### src/verilog/scr_map.svh
// constants of the sensor control register bank: offsets, fields, masks, resets
// assumes command bytes and data bytes arrive already framed by the serial front end
// Operation
// RQ1 - offset and all thresholds live at addresses 0x00 through 0x0A
// RQ2 - interrupt enable, routing and source registers occupy 0x0B through 0x0D
// RQ3 - a register switches output compensation; address conflict, held at 0x0F here
// RQ4 - host should program control registers before starting conversions
// RQ5 - bytes 0x00 low and 0x01 high form the 16-bit altitude offset
// RQ6 - altitude offset is signed centimetres; host loads it before using altitude
// RQ7 - three 16-bit pressure thresholds at 0x02-0x07, temperature thresholds 0x08-0x0A
// RQ8 - registers 0x00 through 0x0E reset to zero
// RQ9 - enable register: bits 7:6 reserved, bits 5:0 enable six sources
// RQ10 - routing register: bit 7 reserved, bit 6 mode select, 5:0 route
// RQ11 - source register: bit 7 threshold error, bit 6 ready, 5:0 flags
// RQ12 - direction register: bits 3:0 crossing and window directions, 6:4 reserved
// RQ13 - compensation register: bit 7 enable, resets to 0x80
// RQ14 - command top bits 11 write with data byte, 10 read; low six address
// RQ15 - mode select 0 means pressure, 1 means altitude
// RQ16 - compensation enable 1 gives compensated results, 0 gives raw data
// RQ17 - enabled source with routing bit 0 sets flag but not the pin
// RQ18 - reserved bits ignore writes, read zero; unmapped addresses read zero
// RQ19 - writes to the source flag register are ignored
`ifndef SCR_MAP_SVH
`define SCR_MAP_SVH

`define SCR_ADDR_ALT_LO 6'h00
`define SCR_ADDR_ALT_HI 6'h01
`define SCR_ADDR_PUP_LO 6'h02
`define SCR_ADDR_PUP_HI 6'h03
`define SCR_ADDR_PMID_LO 6'h04
`define SCR_ADDR_PMID_HI 6'h05
`define SCR_ADDR_PLOW_LO 6'h06
`define SCR_ADDR_PLOW_HI 6'h07
`define SCR_ADDR_TUP 6'h08
`define SCR_ADDR_TMID 6'h09
`define SCR_ADDR_TLOW 6'h0a
`define SCR_ADDR_INT_EN 6'h0b
`define SCR_ADDR_INT_ROUTE 6'h0c
`define SCR_ADDR_INTERRUPT_SOURCE_FLAGS 6'h0d
`define SCR_ADDR_DIR 6'h0e
`define SCR_ADDR_COMP 6'h0f

`define SCR_CMD_WRITE 2'h3
`define SCR_CMD_READ 2'h2

`define SCR_MASK_FULL 8'hff
`define SCR_MASK_INT_EN 8'h3f
`define SCR_MASK_INT_ROUTE 8'h7f
`define SCR_MASK_COMP 8'h80

`define SCR_RESET_ZERO 8'h00
`define SCR_RESET_COMP 8'h80

`define SCR_BIT_MODE 6
`define SCR_BIT_COMP 7
`define SCR_BIT_THRESHOLD_SETTING_ERROR 7
`define SCR_BIT_DEV_RDY 6

`endif

### src/verilog/scr_pkg.sv
// types of the sensor control register bank
// assumes nothing beyond the map header
package scr_pkg;
  typedef enum logic [0:0] {
    SCR_IDLE,
    SCR_WAIT_DATA
  } scr_state_t;
endpackage : scr_pkg

### src/verilog/scr_reg_bank.sv
// control register bank: offset, thresholds, interrupt control, compensation
// assumes a serial front end hands over command bytes, data bytes and read strobes
`include "scr_map.svh"

module scr_reg_bank
  import scr_pkg::*;
#(
  parameter int NUM_SRC = 6
)
(
  input wire logic clk,
  input wire logic rst,
  input wire logic cmd_valid,
  input wire logic [7:0] cmd_byte,
  input wire logic data_valid,
  input wire logic [7:0] data_byte,
  input wire logic read_strobe,
  output logic [7:0] read_data,
  output logic read_valid,
  input wire logic [NUM_SRC-1:0] event_set,
  input wire logic flags_clear,
  input wire logic [3:0] direction_in,
  input wire logic threshold_setting_error,
  input wire logic device_ready,
  output logic [15:0] altitude_offset,
  output logic [15:0] press_upper_threshold,
  output logic [15:0] press_middle_threshold,
  output logic [15:0] press_lower_threshold,
  output logic [7:0] temp_upper_threshold,
  output logic [7:0] temp_middle_threshold,
  output logic [7:0] temp_lower_threshold,
  output logic pressure_or_altitude_select,
  output logic compensation_on,
  output logic [NUM_SRC-1:0] interrupt_source_flags,
  output logic interrupt_output_pin
);

  localparam int NUM_RW = 13;

  scr_state_t state;
  logic [5:0] wr_addr;
  logic [5:0] rd_addr;
  logic [7:0] regs [0:NUM_RW-1];
  logic [7:0] comp_reg;
  logic [3:0] direction;
  logic wr_fire;
  logic [7:0] next_read;

  // command decoder: write waits for its data byte, read latches the address
  always_ff @(posedge clk or posedge rst)
  begin
    if (rst)
    begin
      state <= SCR_IDLE;
      wr_addr <= 6'h00;
      rd_addr <= 6'h00;
    end
    else if (cmd_valid)
    begin
      state <= SCR_IDLE;
      case (cmd_byte[7:6])
        `SCR_CMD_WRITE:
        begin
          state <= SCR_WAIT_DATA; // see RQ14
          wr_addr <= cmd_byte[5:0];
        end
        `SCR_CMD_READ:
        begin
          rd_addr <= cmd_byte[5:0]; // see RQ14
        end
        default:
        begin
          state <= SCR_IDLE;
        end
      endcase
    end
    else
    begin
      case (state)
        SCR_WAIT_DATA:
        begin
          if (data_valid)
          begin
            state <= SCR_IDLE;
          end
        end
        default:
        begin
          state <= SCR_IDLE;
        end
      endcase
    end
  end

  assign wr_fire = (state == SCR_WAIT_DATA) && data_valid && !cmd_valid;

  // writable bytes 0x00-0x0c, reserved bits masked off on write
  genvar gi;
  generate
    for (gi = 0; gi < NUM_RW; gi++)
    begin : g_reg
      localparam logic [7:0] WMASK = (gi == 11) ? `SCR_MASK_INT_EN :
                                     (gi == 12) ? `SCR_MASK_INT_ROUTE : `SCR_MASK_FULL;
      always_ff @(posedge clk or posedge rst)
      begin
        if (rst)
        begin
          regs[gi] <= `SCR_RESET_ZERO; // see RQ8
        end
        else if (wr_fire && wr_addr == 6'(gi))
        begin
          regs[gi] <= data_byte & WMASK; // see RQ1, RQ2, RQ9, RQ10, RQ18
        end
      end
    end
  endgenerate

  // compensation control, on after reset
  always_ff @(posedge clk or posedge rst)
  begin
    if (rst)
    begin
      comp_reg <= `SCR_RESET_COMP; // see RQ13
    end
    else if (wr_fire && wr_addr == `SCR_ADDR_COMP)
    begin
      comp_reg <= data_byte & `SCR_MASK_COMP; // see RQ3, RQ18
    end
  end

  // sticky flags: enabled events set, new conversion (flags_clear) clears, read commands do not; set wins
  generate
    for (gi = 0; gi < NUM_SRC; gi++)
    begin : g_flag
      always_ff @(posedge clk or posedge rst)
      begin
        if (rst)
        begin
          interrupt_source_flags[gi] <= 1'b0;
        end
        else if (event_set[gi] && regs[11][gi])
        begin
          interrupt_source_flags[gi] <= 1'b1; // see RQ17
        end
        else if (flags_clear)
        begin
          interrupt_source_flags[gi] <= 1'b0;
        end
      end
    end
  endgenerate

  // direction bits follow the event logic when a crossing or window event lands
  generate
    for (gi = 0; gi < 4; gi++)
    begin : g_dir
      always_ff @(posedge clk or posedge rst)
      begin
        if (rst)
        begin
          direction[gi] <= 1'b0; // see RQ8
        end
        else if (event_set[gi])
        begin
          direction[gi] <= direction_in[gi]; // see RQ12
        end
        else if (flags_clear)
        begin
          direction[gi] <= 1'b0;
        end
      end
    end
  endgenerate

  // read mux; source register ignores writes and shows live status
  always_comb
  begin
    next_read = 8'h00; // see RQ18
    if (rd_addr < 6'(NUM_RW))
    begin
      next_read = regs[rd_addr[3:0]];
    end
    else if (rd_addr == `SCR_ADDR_INTERRUPT_SOURCE_FLAGS)
    begin
      next_read = {threshold_setting_error, device_ready, interrupt_source_flags}; // see RQ11, RQ19
    end
    else if (rd_addr == `SCR_ADDR_DIR)
    begin
      next_read = {4'h0, direction}; // see RQ12
    end
    else if (rd_addr == `SCR_ADDR_COMP)
    begin
      next_read = comp_reg;
    end
  end

  // read answer registered one cycle after the strobe
  always_ff @(posedge clk or posedge rst)
  begin
    if (rst)
    begin
      read_data <= 8'h00;
      read_valid <= 1'b0;
    end
    else
    begin
      read_valid <= read_strobe;
      if (read_strobe)
      begin
        read_data <= next_read;
      end
    end
  end

  // values handed to the conversion and event logic
  assign altitude_offset = {regs[1], regs[0]}; // see RQ5, RQ6
  assign press_upper_threshold = {regs[3], regs[2]}; // see RQ7
  assign press_middle_threshold = {regs[5], regs[4]}; // see RQ7
  assign press_lower_threshold = {regs[7], regs[6]}; // see RQ7
  assign temp_upper_threshold = regs[8];
  assign temp_middle_threshold = regs[9];
  assign temp_lower_threshold = regs[10];
  assign pressure_or_altitude_select = regs[12][`SCR_BIT_MODE]; // see RQ15
  assign compensation_on = comp_reg[`SCR_BIT_COMP]; // see RQ16

  // pin shows only flags whose routing bit is set
  assign interrupt_output_pin = |(interrupt_source_flags & regs[12][NUM_SRC-1:0]); // see RQ17

endmodule : scr_reg_bank

### config.mk
export PLATFORM = sky130hd
export DESIGN_NAME = scr_reg_bank
export DESIGN_NICKNAME = d
export VERILOG_FILES = /design/src/verilog/scr_pkg.sv /design/src/verilog/scr_reg_bank.sv
export VERILOG_INCLUDE_DIRS = /design/src /design/src/verilog
export SDC_FILE = /design/constraint.sdc
export NUM_CORES = 1
export LEC_CHECK = 0
export BUFFER_PORTS_ARGS = -buffer_cell sky130_fd_sc_hd__buf_2
export CORE_UTILIZATION = 58
export CTS_BUF_LIST = sky130_fd_sc_hd__clkbuf_4
export CTS_CLUSTER_SIZE = 25
export DETAILED_ROUTE_END_ITERATION = 12
export GPL_ROUTABILITY_DRIVEN = 0
export GPL_TIMING_DRIVEN = 0
export PLACE_DENSITY = 0.88
export SYNTH_ARGS = -nofsm -noshare
export SYNTH_HDL_FRONTEND = slang
export SYNTH_SLANG_ARGS = --single-unit
### constraint.sdc
create_clock -name clk -period 6.4 [get_ports clk]
set_input_delay 0.64 -clock clk [delete_from_list [all_inputs] [get_ports clk]]
set_output_delay 0.64 -clock clk [all_outputs]
set_load 0.01 [all_outputs]
==> impl_metrics.env, run 1 <==
export IMPL_status="completed"
export IMPL_powerDensity_nw_per_um2=249
export IMPL_arrival_ps=2650
export IMPL_placed_cells=821
export IMPL_fin_area_sq_um=8120
export IMPL_synth_seq_area_share=0.488
export IMPL_syn_area_sq_um=6880
export IMPL_routedWlPerCell_um=19.9
export IMPL_syn_nets=572
export IMPL_synth_top_cell_by_area="dfrtp_1"
export IMPL_drt_iter0_drc=421
export IMPL_place_ws_ps=3950
export IMPL_pin_count=140
export IMPL_finalSetupViolations=0
export IMPL_firstDrtPassIters=5
export IMPL_antenna_left=0
export IMPL_timing_slew_headroom=0.570
export IMPL_yosysWarnings=0
export IMPL_htreeDepth=4
export IMPL_grt_usage=0.292
export IMPL_period_share=0.350
export IMPL_worst_pin_slew_ps=645
export IMPL_worstRegToRegCells=6
export IMPL_leakagePower_nw=4.35
export IMPL_worstPathCellList="buf_2, or2_4, a311oi_4, nand2_1, a221oi_1, a221oi_1"
export IMPL_cp_top_family="compound AO/OA/AOI/OAI gates"
export IMPL_slowest_stage="a311oi_4"
export IMPL_avgViaCountPerCell=5.78
export IMPL_start_util=0.600
export IMPL_grt_pass1_vias=4951
export IMPL_grt_pass1_wl_mm=27.0
export IMPL_worst_path_buf_inv=1
export IMPL_vdd_ir_drop_worst_v=0.000230
export IMPL_synth_top_area_frac=0.484
export IMPL_finalPower_mw=2.02
export IMPL_grt_max_degree=108
export IMPL_clock_latency_ps=560
export IMPL_cts_tree="yes"
export IMPL_final_util=0.708
export IMPL_synth_area_leaders="dfrtp_1 48%, mux2_2 19%, buf_4 9.7%"
export IMPL_cp_slowest_stage_delay_ps=410
export IMPL_final_max_slew_viol_count=0
export IMPL_dominantRegCellSynth="dfrtp_1"
export IMPL_ys_types=45
export IMPL_synth_most_common_cell="dfrtp_1"
export IMPL_core_sq_um=11500
export IMPL_finalSetupTns_ps=0
export IMPL_diodes=0
export IMPL_io_buffer_count=139
export IMPL_criticalPathCategory="flop to flop"
export IMPL_post_route_drc_count=0
export IMPL_chipHeight_um=111
export IMPL_cts_buffers=17
export IMPL_drive_above_1_share=0.603
export IMPL_ctsResizeCount=0
export IMPL_critPathMaxFanout=8
export IMPL_grt_ovfl_total=0
export IMPL_dieArea_sq_um=12300
export IMPL_synth_edff_count=0
export IMPL_dp_hpwl_mm=12.5
export IMPL_synthCells=538
export IMPL_reg2reg_from="rd_addr[1]"
export IMPL_rsz0062_at_grt="no"
export IMPL_synth_top_cells_by_count="133 x dfrtp_1, 114 x mux2_2, 89 x buf_4"
export IMPL_fillers=789
export IMPL_r2r_slack_ps=4160
export IMPL_vias=4930
export IMPL_postSynthAreaPerCell_sq_um=12.8
export IMPL_fin_ws_ps=4160
export IMPL_yosys_register_bits=134
export IMPL_crit_top_cell="a221oi_1"
export IMPL_clkSinkCount=134
export IMPL_clock_root_buffer="clkbuf_4"
export IMPL_cp_required_ps=6810
export IMPL_post_cts_setup_buffer_count=0
export IMPL_wl_mm=17.0
export IMPL_end_kind="flop"
export IMPL_reg2reg_to="read_data[3]"
export IMPL_hold_viol=0
export IMPL_synthArstFlopShare=1.00
export IMPL_hold_path_class="input pin to async pin"
export IMPL_nets=731
export IMPL_critical_path_startpoint_type="flop"
export IMPL_row_count=39
export IMPL_final_cells=853
export IMPL_skew_ps=21.6
export IMPL_cts_hold_fix_buffers=0
export IMPL_chipWidth_um=111
export IMPL_fin_crit_ps=2240
export IMPL_antenna_found_initial=0
export IMPL_path_clk_slew_ps=130
export IMPL_max_freq_ghz=0.447
export IMPL_whs_ps=21.6
export IMPL_max_clock_path_buffers=2
export IMPL_placed_area_sq_um=7790
export IMPL_maxCapViolCount=0
export IMPL_area_delta_synth_final_pct=17.9
-- kinds of logic after synthesis --
kind of cell    Yosys count  share of synthesized area
flops                   134                      0.488
mux                     143                      0.264
buf+inv                 123                      0.120
simple gates             79                     0.0691
compound gates           59                     0.0595
-- worst reg2reg max path, cell delays in order (launching register included) --
cell and delay, ps:
dfrtp_1 390, buf_2 210, or2_4 300, a311oi_4 410
nand2_1 280, a221oi_1 350, a221oi_1 160
-- final cells by class --
class / count / area [sq um] / share of cell area
plain buffers: 115 / 798 / 0.0984
inverters: 8 / 35.0 / 0.00432
clock buffers: 17 / 128 / 0.0157
flip-flops and latches: 134 / 3350 / 0.413
well taps: 143 / 179 / 0.0220
clock inverters: 15 / 200 / 0.0247
multi-input cells: 281 / 2700 / 0.332
repair buffers: 140 / 723 / 0.0891
-- report_power, final --
| group | leakage [nW] | switching [mW] | total (mW) | internal, mW |
|---|---|---|---|---|
| sequential | 1.82 | 0.0549 | 0.962 | 0.907 |
| clock | 0.166 | 0.333 | 0.644 | 0.311 |
| combinational | 2.36 | 0.217 | 0.416 | 0.199 |
-- routing by layer --
metal,GRT usage,up-vias,part of all wire,routed length (um)
met2,0.437,275,0.47,8000
met3,0.0574,56,0.075,1270
met5,0,-,0,0
met1,0.408,2445,0.42,7060
met4,0.148,0,0.039,657
li1,-,2154,-,-
-- cells in the final DEF, fill, tap and decap left out, drive strengths merged, types with 3 or more instances in the layout --
cell type / count
buf: 241
dfrtp: 133
mux2: 115
clkbuf: 31
nand2: 26
o21ai: 20
mux4: 19
nor2: 15
nor2b: 12
inv: 11
mux2i: 9
a22oi: 7
a221oi: 6
nand2b: 6
nand3: 6
a31oi: 5
clkinv: 5
a21oi: 4
bufinv: 4
or2: 4
a2bb2oi: 3
o31ai: 3
clkinvlp: 3
-- worst max path at each step --
stage | startpoint | endpoint | slack (ps) | cells past startpoint
after floorplan | rst | altitude_offset[0] | 2180 | 1
after global placement | rst | press_upper_threshold[6] | 970 | 2
after CTS | regs[5] | interrupt_output_pin | 4180 | 3
final | rd_addr[1] | read_data[3] | 4160 | 6
after detailed placement | cmd_valid | regs[5] | 3950 | 6
after global routing | regs[5] | interrupt_output_pin | 4110 | 3
No activity file was read; power rests on OpenSTA's default activity.
==> run 2: changes to the inputs <==
- ABC_AREA: unset -> 1
- CORE_UTILIZATION: 58 -> 52
- PLACE_DENSITY: 0.88 -> 0.83
- clock period: 6.4 -> 2 ns (I/O delays scaled with it)
==> impl_metrics.env, run 2 <==
export IMPL_final_cell_mix="344 x nand2_1, 156 x buf_2, 133 x dfrtp_1, 91 x buf_4, 86 x o21ai_0"
export IMPL_vdd_ir_drop_worst_v=0.000500
export IMPL_synthArstFlopShare=1.00
export IMPL_synth_top_cells_by_count="344 x nand2_1, 133 x dfrtp_1, 90 x buf_4"
export IMPL_htreeDepth=4
export IMPL_vias=6649
export IMPL_worst_pin_slew_ps=770
export IMPL_grt_pass1_wl_mm=31.6
export IMPL_criticalPathCategory="flop to flop"
export IMPL_skew_ps=20.6
export IMPL_antenna_found_initial=0
export IMPL_worstPathCellList="buf_2, inv_1, clkbuf_1, nand3_1, nand3_1, nand2_1, nand2_1, nand2_1"
export IMPL_syn_area_sq_um=6990
export IMPL_wirelength_met1_mm=8.03
export IMPL_ys_types=28
export IMPL_io_buffer_count=139
export IMPL_clock_latency_ps=560
export IMPL_firstDrtPassIters=6
export IMPL_placed_cells=1191
export IMPL_fin_ws_ps=129
export IMPL_grt_ovfl_total=0
export IMPL_syn_nets=911
export IMPL_nets=1113
export IMPL_drive_above_1_share=0.298
export IMPL_worst_path_buf_inv=3
export IMPL_wl_met3_mm=1.77
export IMPL_rsz0062_at_grt="no"
export IMPL_final_util=0.675
export IMPL_place_ws_ps=254
export IMPL_routedWlPerCell_um=15.7
export IMPL_synth_most_common_cell="nand2_1"
export IMPL_synth_top_area_frac=0.476
export IMPL_final_cells=1264
export IMPL_crit_top_cell="nand2_1"
export IMPL_clock_root_buffer="clkbuf_4"
export IMPL_antenna_left=0
export IMPL_top_layer_used="met4"
export IMPL_combinationalPowerShare=0.242
export IMPL_fin_area_sq_um=8690
export IMPL_maxCapViolCount=0
export IMPL_fin_crit_ps=1870
export IMPL_clkPwrFrac=0.293
export IMPL_timing_slew_headroom=0.486
export IMPL_wl_mm=19.9
export IMPL_postSynthAreaPerCell_sq_um=7.97
export IMPL_diodes=0
export IMPL_fillers=1048
export IMPL_period_share=0.936
export IMPL_cp_required_ps=2440
export IMPL_hold_viol=0
export IMPL_max_clock_path_buffers=2
export IMPL_post_route_drc_count=0
export IMPL_met2_length_mm=9.50
export IMPL_area_delta_synth_final_pct=24.4
export IMPL_synth_seq_area_share=0.480
export IMPL_final_common_cell="nand2_1"
export IMPL_dominantRegCellSynth="dfrtp_1"
export IMPL_powerDensity_nw_per_um2=782
export IMPL_status="completed"
export IMPL_placed_area_sq_um=7960
export IMPL_dp_hpwl_mm=14.1
export IMPL_switchingPower_mw=2.19
export IMPL_grt_max_degree=44
export IMPL_max_freq_ghz=0.534
export IMPL_pin_count=140
export IMPL_critical_path_startpoint_type="flop"
export IMPL_clkSinkCount=134
export IMPL_end_kind="flop"
export IMPL_internal_power_mw=4.60
export IMPL_cp_slowest_stage_delay_ps=410
export IMPL_chipWidth_um=118
export IMPL_final_max_slew_viol_count=0
export IMPL_avgViaCountPerCell=5.26
export IMPL_yosys_register_bits=134
export IMPL_slowest_stage="clkbuf_1"
export IMPL_synth_area_leaders="dfrtp_1 48%, nand2_1 18%, buf_4 9.7%"
export IMPL_cts_buffers=17
export IMPL_hold_path_class="input pin to flop"
export IMPL_seqPwrFrac=0.465
export IMPL_chipHeight_um=118
export IMPL_critPathMaxFanout=10
export IMPL_arrival_ps=2320
export IMPL_row_count=41
export IMPL_start_util=0.543
export IMPL_finalSetupViolations=0
export IMPL_cp_top_family="buffers and inverters"
export IMPL_drt_iter0_drc=716
export IMPL_dieArea_sq_um=13900
export IMPL_grt_pass1_vias=6225
export IMPL_cts_tree="yes"
export IMPL_switching_share=0.323
export IMPL_core_sq_um=12900
export IMPL_leakagePower_nw=4.71
export IMPL_synthCells=877
export IMPL_synth_top_cell_by_area="dfrtp_1"
export IMPL_yosysWarnings=0
export IMPL_path_clk_slew_ps=120
export IMPL_synth_edff_count=0
export IMPL_grt_usage=0.294
==> run 2: what timing repair did <==
action                                  in CTS  in global routing
endpoints found under the setup margin       0                  1
hold buffers                                40                  0
buffers inserted                             0                  1
resized for setup                            0                  1
hold endpoints to repair                    73                  0
==> run 2: path summary, 6_finish.rpt <==
kind,to,slack [ps],cells past startpoint,startpoint
worst max-delay path,read_data[3],130,8,rd_addr[2]
worst min-delay path,wr_addr[4],30,4,cmd_byte[6]
worst max register to register,read_data[3],130,8,rd_addr[2]
worst min register to register,read_data[5],490,2,read_data[5]
max in group asynchronous,interrupt_source_flags[5],910,5,rst
min in group asynchronous,altitude_offset[5],230,3,rst
==> run 2: cell families after synthesis <==
group                  share of synthesized area
flip-flops                                 0.480
AND/OR/NAND/NOR                            0.256
buffers and inverters                      0.149
AO/OA/AOI/OAI                              0.115
==> run 2: cell type report <==
cell class              instances  area, sq um  share of cell area
well taps                     172          215              0.0248
multi-input cells             571         2600               0.299
repair buffers                183         1160               0.134
plain buffers                 129          881               0.101
clock inverters                15          186              0.0215
flip-flops and latches        134         3350               0.386
clock buffers                  17          128              0.0147
inverters                      43          165              0.0190
==> run 2: power groups by stage <==
stage / clock (mW) / combinational, mW / sequential [mW]
after floorplan: 0 / 1.04 / 3.16
after global placement: 0 / 1.50 / 3.20
after detailed placement: 0 / 1.55 / 3.20
after CTS: 1.99 / 1.62 / 3.15
after global routing: 2.11 / 1.81 / 3.19
final: 1.99 / 1.64 / 3.16
==> run 2: layer usage <==
metal	vias up	global-route usage
met3	46	0.0814
met5	-	0
met1	3108	0.379
li1	3130	-
met4	0	0.122
met2	365	0.467
==> run 2: worst reg2reg max path: stages (launching register included) <==
cell,delay (ps)
dfrtp_1,380
buf_2,190
inv_1,180
clkbuf_1,410
nand3_1,180
nand3_1,190
nand2_1,100
nand2_1,70
nand2_1,50
==> run 2: metrics by stage <==
step           hold WS, ps  TNS, ps  power (mW)
2_1_floorplan          231        0        4.19
3_3_place_gp           392   -85540        4.70
3_5_place_dp           284        0        4.75
4_1_cts               4.31        0        6.76
5_1_grt               45.9        0        7.11
6_report              28.6        0        6.79
==> run 3: changes to the inputs <==
- GPL_TIMING_DRIVEN: 0 -> 1
==> impl_metrics.env, run 3 (synthesis results as in run 2) <==
export IMPL_period_share=0.952
export IMPL_start_util=0.543
export IMPL_final_util=0.602
export IMPL_finalSetupViolations=0
export IMPL_status="finished with violations"
export IMPL_end_kind="primary output"
export IMPL_failed_checks="DRC"
export IMPL_path_clk_slew_ps=120
export IMPL_grt_pass1_wl_mm=29.5
export IMPL_internal_power_mw=4.55
export IMPL_firstDrtPassIters=9
export IMPL_clkSinkCount=134
export IMPL_cp_required_ps=1800
export IMPL_vias=6041
export IMPL_row_count=41
export IMPL_leakagePower_nw=4.10
export IMPL_area_delta_synth_final_pct=11.0
export IMPL_cts_buffers=17
export IMPL_cp_top_family="flip-flops"
export IMPL_clock_root_buffer="clkbuf_4"
export IMPL_worst_path_buf_inv=1
export IMPL_hold_viol=0
export IMPL_io_buffer_count=139
export IMPL_skew_ps=21.4
export IMPL_powerDensity_nw_per_um2=861
export IMPL_clkPwrFrac=0.320
export IMPL_fillers=1125
export IMPL_worst_pin_slew_ps=724
export IMPL_post_route_drc_count=2
export IMPL_arrival_ps=1700
export IMPL_max_clock_path_buffers=2
export IMPL_antenna_left=0
export IMPL_criticalPathCategory="flop to primary output"
export IMPL_diodes=0
export IMPL_wl_mm=18.8
export IMPL_fin_ws_ps=96.2
export IMPL_critical_path_startpoint_type="flop"
export IMPL_nets=979
export IMPL_grt_usage=0.278
export IMPL_max_freq_ghz=0.525
export IMPL_combinationalPowerShare=0.203
export IMPL_rsz0062_at_grt="no"
export IMPL_drive_above_1_share=0.230
export IMPL_finalPower_mw=6.68
export IMPL_final_cell_mix="344 x nand2_1, 139 x buf_2, 132 x dfrtp_1, 86 x o21ai_0, 37 x nand3_1"
export IMPL_place_ws_ps=359
export IMPL_seqPwrFrac=0.476
export IMPL_avgViaCountPerCell=5.35
export IMPL_fin_crit_ps=1900
export IMPL_chipWidth_um=118
export IMPL_clock_latency_ps=570
export IMPL_maxCapViolCount=0
export IMPL_pin_count=140
export IMPL_cp_slowest_stage_delay_ps=440
export IMPL_drt_iter0_drc=684
export IMPL_switching_share=0.318
export IMPL_cts_tree="yes"
export IMPL_switchingPower_mw=2.13
export IMPL_worstPathCellList="nand2_1, nand2_1, a221oi_1, nand3_1, buf_2"
export IMPL_core_sq_um=12900
export IMPL_grt_pass1_vias=5488
export IMPL_final_max_slew_viol_count=0
export IMPL_hold_path_class="input pin to flop"
export IMPL_grt_max_degree=135
export IMPL_routedWlPerCell_um=16.6
export IMPL_vdd_ir_drop_worst_v=0.000367
export IMPL_whs_ps=75.7
export IMPL_crit_top_cell="nand2_1"
export IMPL_final_common_cell="nand2_1"
export IMPL_antenna_found_initial=0
export IMPL_dp_hpwl_mm=12.8
export IMPL_htreeDepth=4
export IMPL_chipHeight_um=118
export IMPL_finalSetupTns_ps=0
export IMPL_dieArea_sq_um=13900
export IMPL_critPathMaxFanout=4
export IMPL_slowest_stage="dfrtp_1"
export IMPL_timing_slew_headroom=0.518
export IMPL_grt_ovfl_total=0
## run 3: changes by cell type in the layout (fill, tap and decap cells not counted), moves of 3 or more
cell	change
dlygate4sd3_1	-10
buf_2	-17
buf_4	-84
clkinv_1	-3
buf_6	-5
clkbuf_1	-17
## run 3: worst min-delay path, stage by stage
cell and delay, ps:
buf_2 100, clkinv_1 170, a22o_1 150
## run 3: power groups by stage
stage | Combinational (mW) | Clock (mW) | Sequential [mW]
2_1_floorplan | 1.04 | 0 | 3.16
3_3_place_gp | 1.27 | 0 | 3.22
3_5_place_dp | 1.29 | 0 | 3.22
4_1_cts | 1.35 | 2.15 | 3.17
5_1_grt | 1.51 | 2.29 | 3.21
6_report | 1.36 | 2.14 | 3.18
## run 3: metal layers
layer | global-route usage | wire (um)
met3 | 0.0727 | 1570
met1 | 0.361 | 7740
met4 | 0.132 | 661
met5 | 0 | 0
met2 | 0.432 | 8800
## run 3: cell type report
type / count / area, sq um / share of cell area
multi-input cells: 571 / 2590 / 0.334
clock inverters: 13 / 206 / 0.0266
clock buffers: 18 / 135 / 0.0174
well taps: 172 / 215 / 0.0277
inverters: 43 / 165 / 0.0213
flip-flops and latches: 134 / 3360 / 0.433
repair buffers: 178 / 1090 / 0.140
## run 3: worst paths after layout
kind | startpoint | end | slack, ps | cells after the start
hold / removal | flags_clear | interrupt_source_flags[1] | 80 | 3
setup reg to reg | rd_addr[2] | read_data[7] | 250 | 7
setup / recovery | interrupt_source_flags[1] | interrupt_output_pin | 100 | 5
min in group asynchronous | rst | altitude_offset[6] | 340 | 4
max in group asynchronous | rst | interrupt_source_flags[4] | 1050 | 4
hold reg to reg | read_data[5] | read_data[5] | 490 | 2
## run 3: repair_timing
item	in CTS	in global routing
endpoints found under the hold margin	163	0
gates resized for setup	0	1
endpoints found under the setup margin	0	1
setup buffers	0	1
hold buffers	30	0
## run 3: through the flow
stage	instance area, sq um	cells
final	7760	1129
after global routing	7760	1129
after CTS	7750	1128
after detailed placement	7110	1067
after global placement	7110	1067
after floorplan	6990	877
